`src/verilog/iet_regs.svh`:
```
`ifndef IET_REGS_SVH
`define IET_REGS_SVH
// Sizes and counts of the interrupt and event transfer block
`define IET_NODES     46
`define IET_NODE_W    6
`define IET_CHANS     8
`define IET_CHAN_W    3
`define IET_PRIO_W    4
`define IET_ADDR_W    24
`define IET_CNT_W     8
`define IET_SHARED    4
`define IET_SHARED_LO 42
`define IET_EXTRA     8
`define IET_SEL_W     3
`define IET_LAT_W     4
// Request to service start, in CPU clocks
`define IET_LAT_FAST  4'hB
`define IET_LAT_CACHE 4'h7
`define IET_LAT_PRE   4'h2
`define IET_STEP_BYTE 24'h000001
`define IET_STEP_WORD 24'h000002
`endif

```
`src/verilog/iet_pkg.sv`:
```
// Purpose: types shared by the interrupt and event transfer block
// Assumes: constants come from iet_regs.svh
// Notes:   none
`include "iet_regs.svh"
package iet_pkg;
    typedef struct packed {
        logic                    en;
        logic [`IET_PRIO_W-1:0]  prio;
        logic                    toEvt;
        logic [`IET_CHAN_W-1:0]  chan;
    } iet_node_cfg_t;

    typedef struct packed {
        logic [`IET_ADDR_W-1:0]  src;
        logic [`IET_ADDR_W-1:0]  dst;
        logic [`IET_CNT_W-1:0]   count;
        logic                    incSrc;
        logic                    incDst;
        logic                    isWord;
        logic                    contin;
    } iet_chan_t;

    typedef struct packed {
        logic [`IET_ADDR_W-1:0]  src;
        logic [`IET_ADDR_W-1:0]  dst;
        logic                    isWord;
    } iet_move_t;

    typedef enum logic [1:0] {ST_IDLE, ST_WAIT, ST_SERVE} iet_state_t;
endpackage

```
`src/verilog/iet_ctrl.sv`:
```
// Purpose: interrupt arbitration and single-transfer event channels
// Assumes: request sources and CPU run on clk_sys; memory bus performs
//          the move in the cycle moveValid is high
// Notes:   one service in flight at a time
// How it works
// Each node routes to interrupt or event unit
// Interrupt service redirects CPU to node vector
// Event service stalls CPU exactly one cycle
// Event service moves one byte or word
// Pointers increment after transfer per configuration
// Counter decrements unless continuous mode set
// Counter reaching zero raises node's interrupt
// Eight channels, own pointers and counter
// Request to service: 7 or 11 clocks
// 46 nodes: flag, enable, priority each
// Select registers pick source of shared nodes
// Software set of flag equals hardware request
// Highest enabled pending priority served first
`include "iet_regs.svh"
module iet_ctrl (
    input  wire logic                            clk_sys,
    input  wire logic                            sys_rst,
    input  wire logic [`IET_NODES-1:0]           hwReq,
    input  wire logic [`IET_EXTRA-1:0]           extraReq,
    input  wire logic [`IET_SEL_W-1:0]           srcSel [`IET_SHARED],
    input  wire iet_pkg::iet_node_cfg_t          nodeCfg [`IET_NODES],
    input  wire logic [`IET_NODES-1:0]           swSetReq,
    input  wire logic                            jumpCacheUse,
    input  wire logic [`IET_CHANS-1:0]           chanLoad,
    input  wire iet_pkg::iet_chan_t              chanLoadCfg,
    output logic [`IET_NODES-1:0]                requestFlagBit,
    output logic                                 cpuStall,
    output logic                                 moveValid,
    output iet_pkg::iet_move_t                   move,
    output logic                                 irqTake,
    output logic [`IET_NODE_W-1:0]               irqNode,
    output iet_pkg::iet_chan_t                   chanState [`IET_CHANS],
    output logic                                 busy
);
    import iet_pkg::*;

    logic [`IET_NODES-1:0]   srcReq;
    logic [`IET_NODES-1:0]   flag_q, flag_d;
    iet_state_t              state_q, state_d;
    logic [`IET_LAT_W-1:0]   lat_q, lat_d;
    logic [`IET_NODE_W-1:0]  node_q, node_d;
    iet_move_t               move_q, move_d;
    iet_chan_t               chan_q [`IET_CHANS];
    iet_chan_t               chan_d [`IET_CHANS];
    logic                    anyPend;
    logic [`IET_NODE_W-1:0]  winner;
    logic                    srvEvt, srvXfer, srvIrq;
    iet_chan_t               curChan;
    logic [`IET_CNT_W-1:0]   cntNext;

    // Dedicated nodes pass straight; shared nodes take the selected source
    genvar g;
    generate
        for (g = 0; g < `IET_NODES; g++) begin : gNode
            if (g >= `IET_SHARED_LO) begin : gShared
                assign srcReq[g] = extraReq[srcSel[g-`IET_SHARED_LO]];
            end else begin : gDirect
                assign srcReq[g] = hwReq[g];
            end
        end
    endgenerate

    // Ties go to the lowest node number
    function automatic logic [`IET_NODE_W:0] pickWinner(
        input logic [`IET_NODES-1:0] pend,
        input iet_node_cfg_t         cfg [`IET_NODES]
    );
        logic                    found;
        logic [`IET_NODE_W-1:0]  idx;
        logic [`IET_PRIO_W-1:0]  best;
        found = 1'b0;
        idx   = '0;
        best  = '0;
        for (int i = 0; i < `IET_NODES; i++) begin
            if (pend[i] && cfg[i].en && (!found || cfg[i].prio > best)) begin
                found = 1'b1;
                idx   = `IET_NODE_W'(i);
                best  = cfg[i].prio;
            end
        end
        return {found, idx};
    endfunction

    always_comb begin
        {anyPend, winner} = pickWinner(flag_q, nodeCfg);
    end

    assign curChan = chan_q[nodeCfg[node_q].chan];
    assign srvEvt  = (state_q == ST_SERVE) && nodeCfg[node_q].toEvt;
    // An exhausted, non-continuous channel hands over to the interrupt
    assign srvXfer = srvEvt && (curChan.contin || curChan.count != '0);
    assign cntNext = curChan.contin ? curChan.count
                                    : curChan.count - `IET_CNT_W'(1);
    assign srvIrq  = (state_q == ST_SERVE)
                     && (!srvXfer || (!curChan.contin && cntNext == '0));

    // Request flags: set wins over the service clear
    always_comb begin
        flag_d = flag_q;
        if (state_q == ST_SERVE) begin
            flag_d[node_q] = 1'b0;
        end
        flag_d = flag_d | srcReq | swSetReq; // see
    end

    always_comb begin
        state_d = state_q;
        lat_d   = lat_q;
        node_d  = node_q;
        move_d  = move_q;
        case (state_q)
            ST_IDLE: begin
                if (anyPend) begin
                    state_d = ST_WAIT;
                    node_d  = winner;
                    lat_d   = (jumpCacheUse ? `IET_LAT_CACHE : `IET_LAT_FAST)
                              - `IET_LAT_PRE;
                end
            end
            ST_WAIT: begin
                if (lat_q == '0) begin
                    state_d     = ST_SERVE;
                    move_d.src  = chan_q[nodeCfg[node_q].chan].src;
                    move_d.dst  = chan_q[nodeCfg[node_q].chan].dst;
                    move_d.isWord = chan_q[nodeCfg[node_q].chan].isWord;
                end else begin
                    lat_d = lat_q - `IET_LAT_W'(1);
                end
            end
            ST_SERVE: begin
                state_d = ST_IDLE;
            end
            default: begin
                state_d = ST_IDLE;
            end
        endcase
    end

    // Channel update; a software load in the same cycle wins
    always_comb begin
        logic [`IET_ADDR_W-1:0] step;
        step = curChan.isWord ? `IET_STEP_WORD : `IET_STEP_BYTE;
        for (int c = 0; c < `IET_CHANS; c++) begin
            chan_d[c] = chan_q[c];
            if (chanLoad[c]) begin
                chan_d[c] = chanLoadCfg;
            end else if (srvXfer && nodeCfg[node_q].chan == `IET_CHAN_W'(c)) begin
                if (curChan.incSrc) begin
                    chan_d[c].src = curChan.src + step;
                end
                if (curChan.incDst) begin
                    chan_d[c].dst = curChan.dst + step;
                end
                chan_d[c].count = cntNext;
            end
        end
    end

    always_ff @(posedge clk_sys or posedge sys_rst) begin
        if (sys_rst) begin
            flag_q  <= '0;
            state_q <= ST_IDLE;
            lat_q   <= '0;
            node_q  <= '0;
            move_q  <= '0;
            for (int c = 0; c < `IET_CHANS; c++) begin
                chan_q[c] <= '0;
            end
        end else begin
            flag_q  <= flag_d;
            state_q <= state_d;
            lat_q   <= lat_d;
            node_q  <= node_d;
            move_q  <= move_d;
            for (int c = 0; c < `IET_CHANS; c++) begin
                chan_q[c] <= chan_d[c];
            end
        end
    end

    assign requestFlagBit = flag_q;
    assign cpuStall       = srvXfer;
    assign moveValid      = srvXfer;
    assign move           = move_q;
    assign irqTake        = srvIrq;
    assign irqNode        = node_q;
    assign busy           = (state_q != ST_IDLE);
    assign chanState      = chan_q;

    // Helper: cycles since the chosen node was latched
    logic [`IET_LAT_W-1:0] age_q, age_d;
    always_comb begin
        age_d = (state_q == ST_IDLE) ? '0 : age_q + `IET_LAT_W'(1);
    end
    always_ff @(posedge clk_sys or posedge sys_rst) begin
        if (sys_rst) begin
            age_q <= '0;
        end else begin
            age_q <= age_d;
        end
    end
endmodule

```
`config.mk`:
```
export PLATFORM = sky130hd
export DESIGN_NAME = iet_ctrl
export DESIGN_NICKNAME = d
export VERILOG_FILES = /design/src/verilog/iet_pkg.sv /design/src/verilog/iet_ctrl.sv
export VERILOG_INCLUDE_DIRS = /design/src /design/src/verilog
export SDC_FILE = /design/constraint.sdc
export NUM_CORES = 2
export LEC_CHECK = 0
export ABC_AREA = 1
export BUFFER_PORTS_ARGS = -buffer_cell sky130_fd_sc_hd__clkbuf_2
export CAP_MARGIN = 15
export CELL_PAD_IN_SITES_DETAIL_PLACEMENT = 1
export CELL_PAD_IN_SITES_GLOBAL_PLACEMENT = 2
export CORE_AREA = 4 4 464 466
export CTS_CLUSTER_SIZE = 10
export DETAILED_ROUTE_END_ITERATION = 12
export DIE_AREA = 0 0 468 470
export PLACE_DENSITY_LB_ADDON = 0.1
export SLEW_MARGIN = 30
export SYNTH_ARGS = -nofsm -noshare
export SYNTH_HDL_FRONTEND = slang
export SYNTH_SLANG_ARGS = --single-unit
export TNS_END_PERCENT = 50
```
`constraint.sdc`:
```
create_clock -name clk_sys -period 115.8 [get_ports clk_sys]
set_clock_uncertainty 0.15 [all_clocks]
set_input_delay 23.16 -clock clk_sys [delete_from_list [all_inputs] [get_ports clk_sys]]
set_output_delay 23.16 -clock clk_sys [all_outputs]
set_load 0.02 [all_outputs]
```
## Yosys cells after proc, flatten, opt, wreduce, memory -nomap -nowiden

Index checks and enable logic that the tools add are counted.

| word-level totals | value |
|---|---|
| input bits | 597 |
| bits in registers | 587 |

| operators by class | value |
|---|---|
| muxes and demuxes | 180 |
| equality and inequality tests | 12 |
| bitwise gates (word level) | 6 |
| reductions and logical operators | 249 |
| order comparisons | 53 |
| add/subtract/negate cells | 5 |

Operator list:

| cell | number |
|---|---|
| two-way mux 56 bit | 16 |
| two-way mux 6 bit | 44 |
| two-way mux 4 bit | 50 |
| binary-select mux 60 bit (select 3 bit) | 1 |
| greater-than comparator 4 bit | 45 |
| two-way mux 60 bit | 2 |
| logical AND 1 bit | 104 |
| OR 46 bit | 2 |
| binary-select mux 9 bit (select 6 bit) | 1 |
| two-way mux 1 bit | 52 |
| nonzero test 2 bit | 26 |
| adder 24 x 2 -> 24 bit | 2 |
| two-way mux 24 bit | 2 |
| logical NOT 1 bit | 47 |
| logical OR 1 bit | 47 |
| AND 46 bit | 1 |
| two-way mux 46 bit | 1 |
| NOT 46 bit | 1 |
| AND reduction 2 bit | 19 |
| < comparator 3 x 4 -> 1 bit, second input constant | 4 |
| binary-select mux 1 bit (select 3 bit) | 4 |
| == test 3 bit, second input constant | 4 |
| logical NOT 8 bit | 1 |
| two-way mux 8 bit | 1 |
| other kinds (23) | 28 |

## Depth between registers and ports, before layout

| logic depth | value |
|---|---|
| depth after elaboration | 184 |
| mapped depth | 477 |
| gate-level depth less buffers | 456 |

## Least setup slack after synthesis

OpenSTA, ideal clock, no wires.

| timing | value |
|---|---|
| path kind | input -> register |
| start point | in nodeCfg[413] (netlist bit) |
| end point | reg node_q[5] (netlist: irqNode[5]) |
| stages on the path | 468 |
| setup slack | 47.644 ns |
| arrival time | 67.889 ns |
| buffers on the path | 21 |
| data required time | 115.533 ns |
| library setup time | 0.117 ns |
| cells stage by stage | nand2_2 > inv_2 > nand2_1 > ha_1 > nand2_1 > inv_2 > nand2_1 > nand2_1 > nand2_1 > nand2_1 > nand2_1 > o21ai_0 > ha_1 > inv_1 > nor2_1 > o21ai_1 > nand2_1 > nand2_1 > (+432 left out) > o21ai_0 > nand2_1 > nand2_1 > or2_2 > nand2_1 > ha_1 > inv_1 > nor2_1 > o21bai_1 > nand2_1 > o21ai_0 > a21oi_1 > nor2_1 > inv_1 > nor2_1 > nand3_1 > nand2_1 > nand2_1 |

| on the way | value |
|---|---|
| cells in the longest elaborated chain, start to end | 183 |

Ends and longest elaborated chain:

| item | RTL line | RTL |
|---|---|---|
| from (decl) | iet_ctrl.sv:26 | `` input wire iet_pkg::iet_node_cfg_t nodeCfg [`IET_NODES], `` |
| logical AND 1 bit (*) | iet_ctrl.sv:80 | `if (pend[i] && cfg[i].en && (!found \|\| cfg[i].prio > best)) begin` |
| two-way mux 4 bit / two-way mux 1 bit (equally long branches) | iet_ctrl.sv:80 |  |
| greater-than comparator 4 bit / logical NOT 1 bit (equally long branches) | iet_ctrl.sv:80 |  |
| logical OR 1 bit | iet_ctrl.sv:80 |  |
| logical AND 1 bit | iet_ctrl.sv:80 |  |
| two-way mux 4 bit / two-way mux 1 bit (equally long branches) | iet_ctrl.sv:80 |  |
| greater-than comparator 4 bit / logical NOT 1 bit (equally long branches) | iet_ctrl.sv:80 |  |
| logical OR 1 bit | iet_ctrl.sv:80 |  |
| (+167 left out) | n/a |  |
| logical OR 1 bit | iet_ctrl.sv:80 |  |
| logical AND 1 bit | iet_ctrl.sv:80 |  |
| two-way mux 4 bit / two-way mux 1 bit (equally long branches) | iet_ctrl.sv:80 |  |
| greater-than comparator 4 bit / logical NOT 1 bit (equally long branches) | iet_ctrl.sv:80 |  |
| logical OR 1 bit | iet_ctrl.sv:80 |  |
| logical AND 1 bit | iet_ctrl.sv:80 |  |
| two-way mux 1 bit | iet_ctrl.sv:80 |  |
| AND reduction 2 bit (no source line) | n/a |  |
| to (signal assigned) | iet_ctrl.sv:178 | `node_q <= node_d;` |
| to (decl) | iet_ctrl.sv:46 | `` logic [`IET_NODE_W-1:0] node_q, node_d; `` |

Mark *: on every way between the ends. The rest lies on a longest branch, timed or not.
A chain may end at the register's enable or synchronous reset.

## Worst setup path after layout

Same ends and word-level chain as after synthesis.

==> summary.txt <==
Run status
  – Outcome: complete, no violations

Route
  – Vias per inst: roughly 4.9
  – DR WL met2: approximately 150000 um
  – # DRC: 0
  – Iter 0 DRT Violations: 3023
  – Routed wire length: 303000 um
  – 1st-pass router iterations: 5
  – Antenna Nets Post-Route: 0
  – Routed WL per cell: 33.4 um
  – DR top layer: met5
  – M1 wire length: 119000 um
  – Vias: ~44000
  – Met3 WL: 20200 um

GRT
  – GRT Residual Overflow: 0
  – Vias in the first global route: approximately 47000
  – Total GRT Usage: 0.266
  – Largest net degree at the start of global routing: 128
  – Initial antenna violation count: slightly below 60
  – First-pass GRT wire length: approximately 400000 um

Place
  – Port Buffers: between 1000 and 1500
  – GPL Wtd Cong: between 0.8 and 0.9
  – Pre-CTS setup slack: 37.00 ns
  – DP HPWL: 232000 um

Synth
  – Synth top cells by count: 1039 x nand2_1, 706 x inv_1, 587 x dfrtp_1
  – Count leader, synth: nand2_1
  – Area contributors post-synth: dfrtp_1 38%, nand2_1 10%, inv_1 6.9%, o221ai_1 5.5%, ha_1 4.8%
  – Ys Warns: 0
  – Synth Flop Type: dfrtp_1
  – Async set-reset flop share out of synthesis: 1.00
  – Share of the synthesized area in the top cell type: 0.383
  – Netlist cell types: 62
  – Yosys reg bits: just under 600
  – Number of synthesized flops with an enable pin: 0
  – Mapped Nets: 5771
  – Post-Syn Area: 38300 um2
  – Yosys top cell by area: dfrtp_1
  – Post-synthesis sequential area ratio: 0.383
  – Average cell area after synthesis: between 7 and 8 um2
  – Synth Instances: 5024

Clocking
  – Clock Latency Late Sink: 0.75 ns
  – CTS tree: yes
  – Clock H-tree levels: 3
  – Clock buffer depth: 3
  – Clock sink count: 587
  – Post-CTS sizing: 0
  – Total setup buffers inserted after CTS: 0
  – Root Driver: clkbuf_16
  – Clock transition at path regs: roughly 0.050 ns
  – Hold_buf cts: 0
  – Total CTS buffers: 86

Die
  – Total die area: around 220000 um2
  – Row cnt: roughly 170
  – Initial Util: 0.181
  – Die width: about 470 um
  – CORE AREA: between 200000 and 250000 um2
  – Boundary pin count: 1182
  – Die height: around 470 um

Final layout
  – Fraction of layout cells with a size suffix above 1: 0.264
  – Area delta synth->final: 32.5%
  – Final net count: 6924

Timing
  – Final worst slack: between 30 and 40 ns
  – Final setup fails: 0
  – Max Transition Viols Final: 0
  – Unrepaired setup endpoints after global routing: false
  – Final Hold Viols: 0
  – Rel. slew slack: 0.290
  – Fin crit period: between 70 and 80 ns
  – Final worst path period share: 0.671
  – Setup TNS: 0 ns
  – FMAX: between 10 and 15 MHz
  – Slew @ Worst Pin: 1.06 ns

Min path
  – Hold WC Path Type: reg -> reg

Critical path
  – CP top delay family: simple AND/OR/NAND/NOR gates
  – CP peak stage delay: 0.42 ns
  – Largest fanout on the critical path: 13
  – Critical path class: in -> reg
  – CP required: ~120 ns
  – Crit end category: flip-flop
  – WP data arrival: 78.10 ns
  – CP most frequent cell: nand2_1
  – Sum of buffers and inverters on the critical path: 46
  – Slowest stage cell, crit path: o21ai_0
  – Critical path launch point type: input pin

Flow run
  – Max cap viols: 0
## cell usage in the layout, fill, tap and decap left out, types with 159 or more instances in the layout
master and count:
nor2_1 342, nand3_1 269, nand2_1 1037, a221oi_1 159, clkbuf_2 1176, inv_1 695, o21ai_0 300, dfrtp_1 587
o221ai_1 239, a22oi_1 176
## area by class of cell
cell class / instances / area [um2]
Fill cell: 25586 / 161000
Multi-Input combinational cell: 3456 / 20000
Sequential cell: 587 / 14700
Timing Repair Buffer: 1290 / 6790
Tap cell: 2821 / 3530
Inverter: 756 / 2890
Clock buffer: 130 / 2510
Clock inverter: 27 / 300
Antenna cell: 26 / 65.1
## worst paths after layout
| path | endpoint | from | cells past startpoint | slack (ns) |
|---|---|---|---|---|
| min in group asynchronous | requestFlagBit[11]$_DFF_PP0_ | sys_rst | 2 | 22.43 |
| setup reg to reg | irqNode[5]$_DFFE_PP0P_ | requestFlagBit[0]$_DFF_PP0_ | 442 | 60.17 |
| max in group asynchronous | move[45]$_DFFE_PP0P_ | sys_rst | 5 | 90.15 |
| setup / recovery | irqNode[5]$_DFFE_PP0P_ | nodeCfg[413] | 443 | 38.14 |
| hold reg to reg | move[36]$_DFFE_PP0P_ | move[36]$_DFFE_PP0P_ | 2 | 0.34 |
| hold / removal | move[36]$_DFFE_PP0P_ | move[36]$_DFFE_PP0P_ | 2 | 0.34 |
## registers in the layout (all words and copies together), names as in the netlist
register	flops
lat_q	4
chanState	480
requestFlagBit	46
state_q	2
irqNode	6
move	49
## worst min-delay path, cell delays in order, from the launching register on
cell and delay (ns):
dfrtp_1 0.34, nand2_1 0.06, o21ai_0 0.06
## per-stage QoR
stage          utilization  hold WS, ns  std cells  cell area (um2)
3_5_place_dp         0.227        0.324       8910            47800
3_3_place_gp         0.226        0.318       8909            47800
6_report             0.240        0.336       9093            50700
5_1_grt              0.240        0.356       9081            50700
4_1_cts              0.240        0.338       9067            50700
2_1_floorplan            -        0.325       5024            38300
## metal layers
layer / GRT usage / vias to the layer above
li1: - / 19832
met1: 0.307 / 22754
met4: 0.0955 / 18
met2: 0.474 / 1517
met3: 0.0626 / 364
met5: 0 / -
## kinds of logic (layout without fill, tap and decap cells)
group                    after synthesis  after routing  synth area share
multiplexers                           1              1          0.000261
flip-flops                           587            587             0.383
buffers and inverters                981           2203             0.101
AO/OA/AOI/OAI                       1288           1288             0.233
AND/OR/NAND/NOR                     1982           1982             0.225
XOR/XNOR                              35             35           0.00800
other                                  0             26                 0
adder cells (fa/ha/maj)              150            150            0.0494
Power is not shown: default switching activity piles up to over one toggle a cycle in this logic, so the estimate is an artifact.
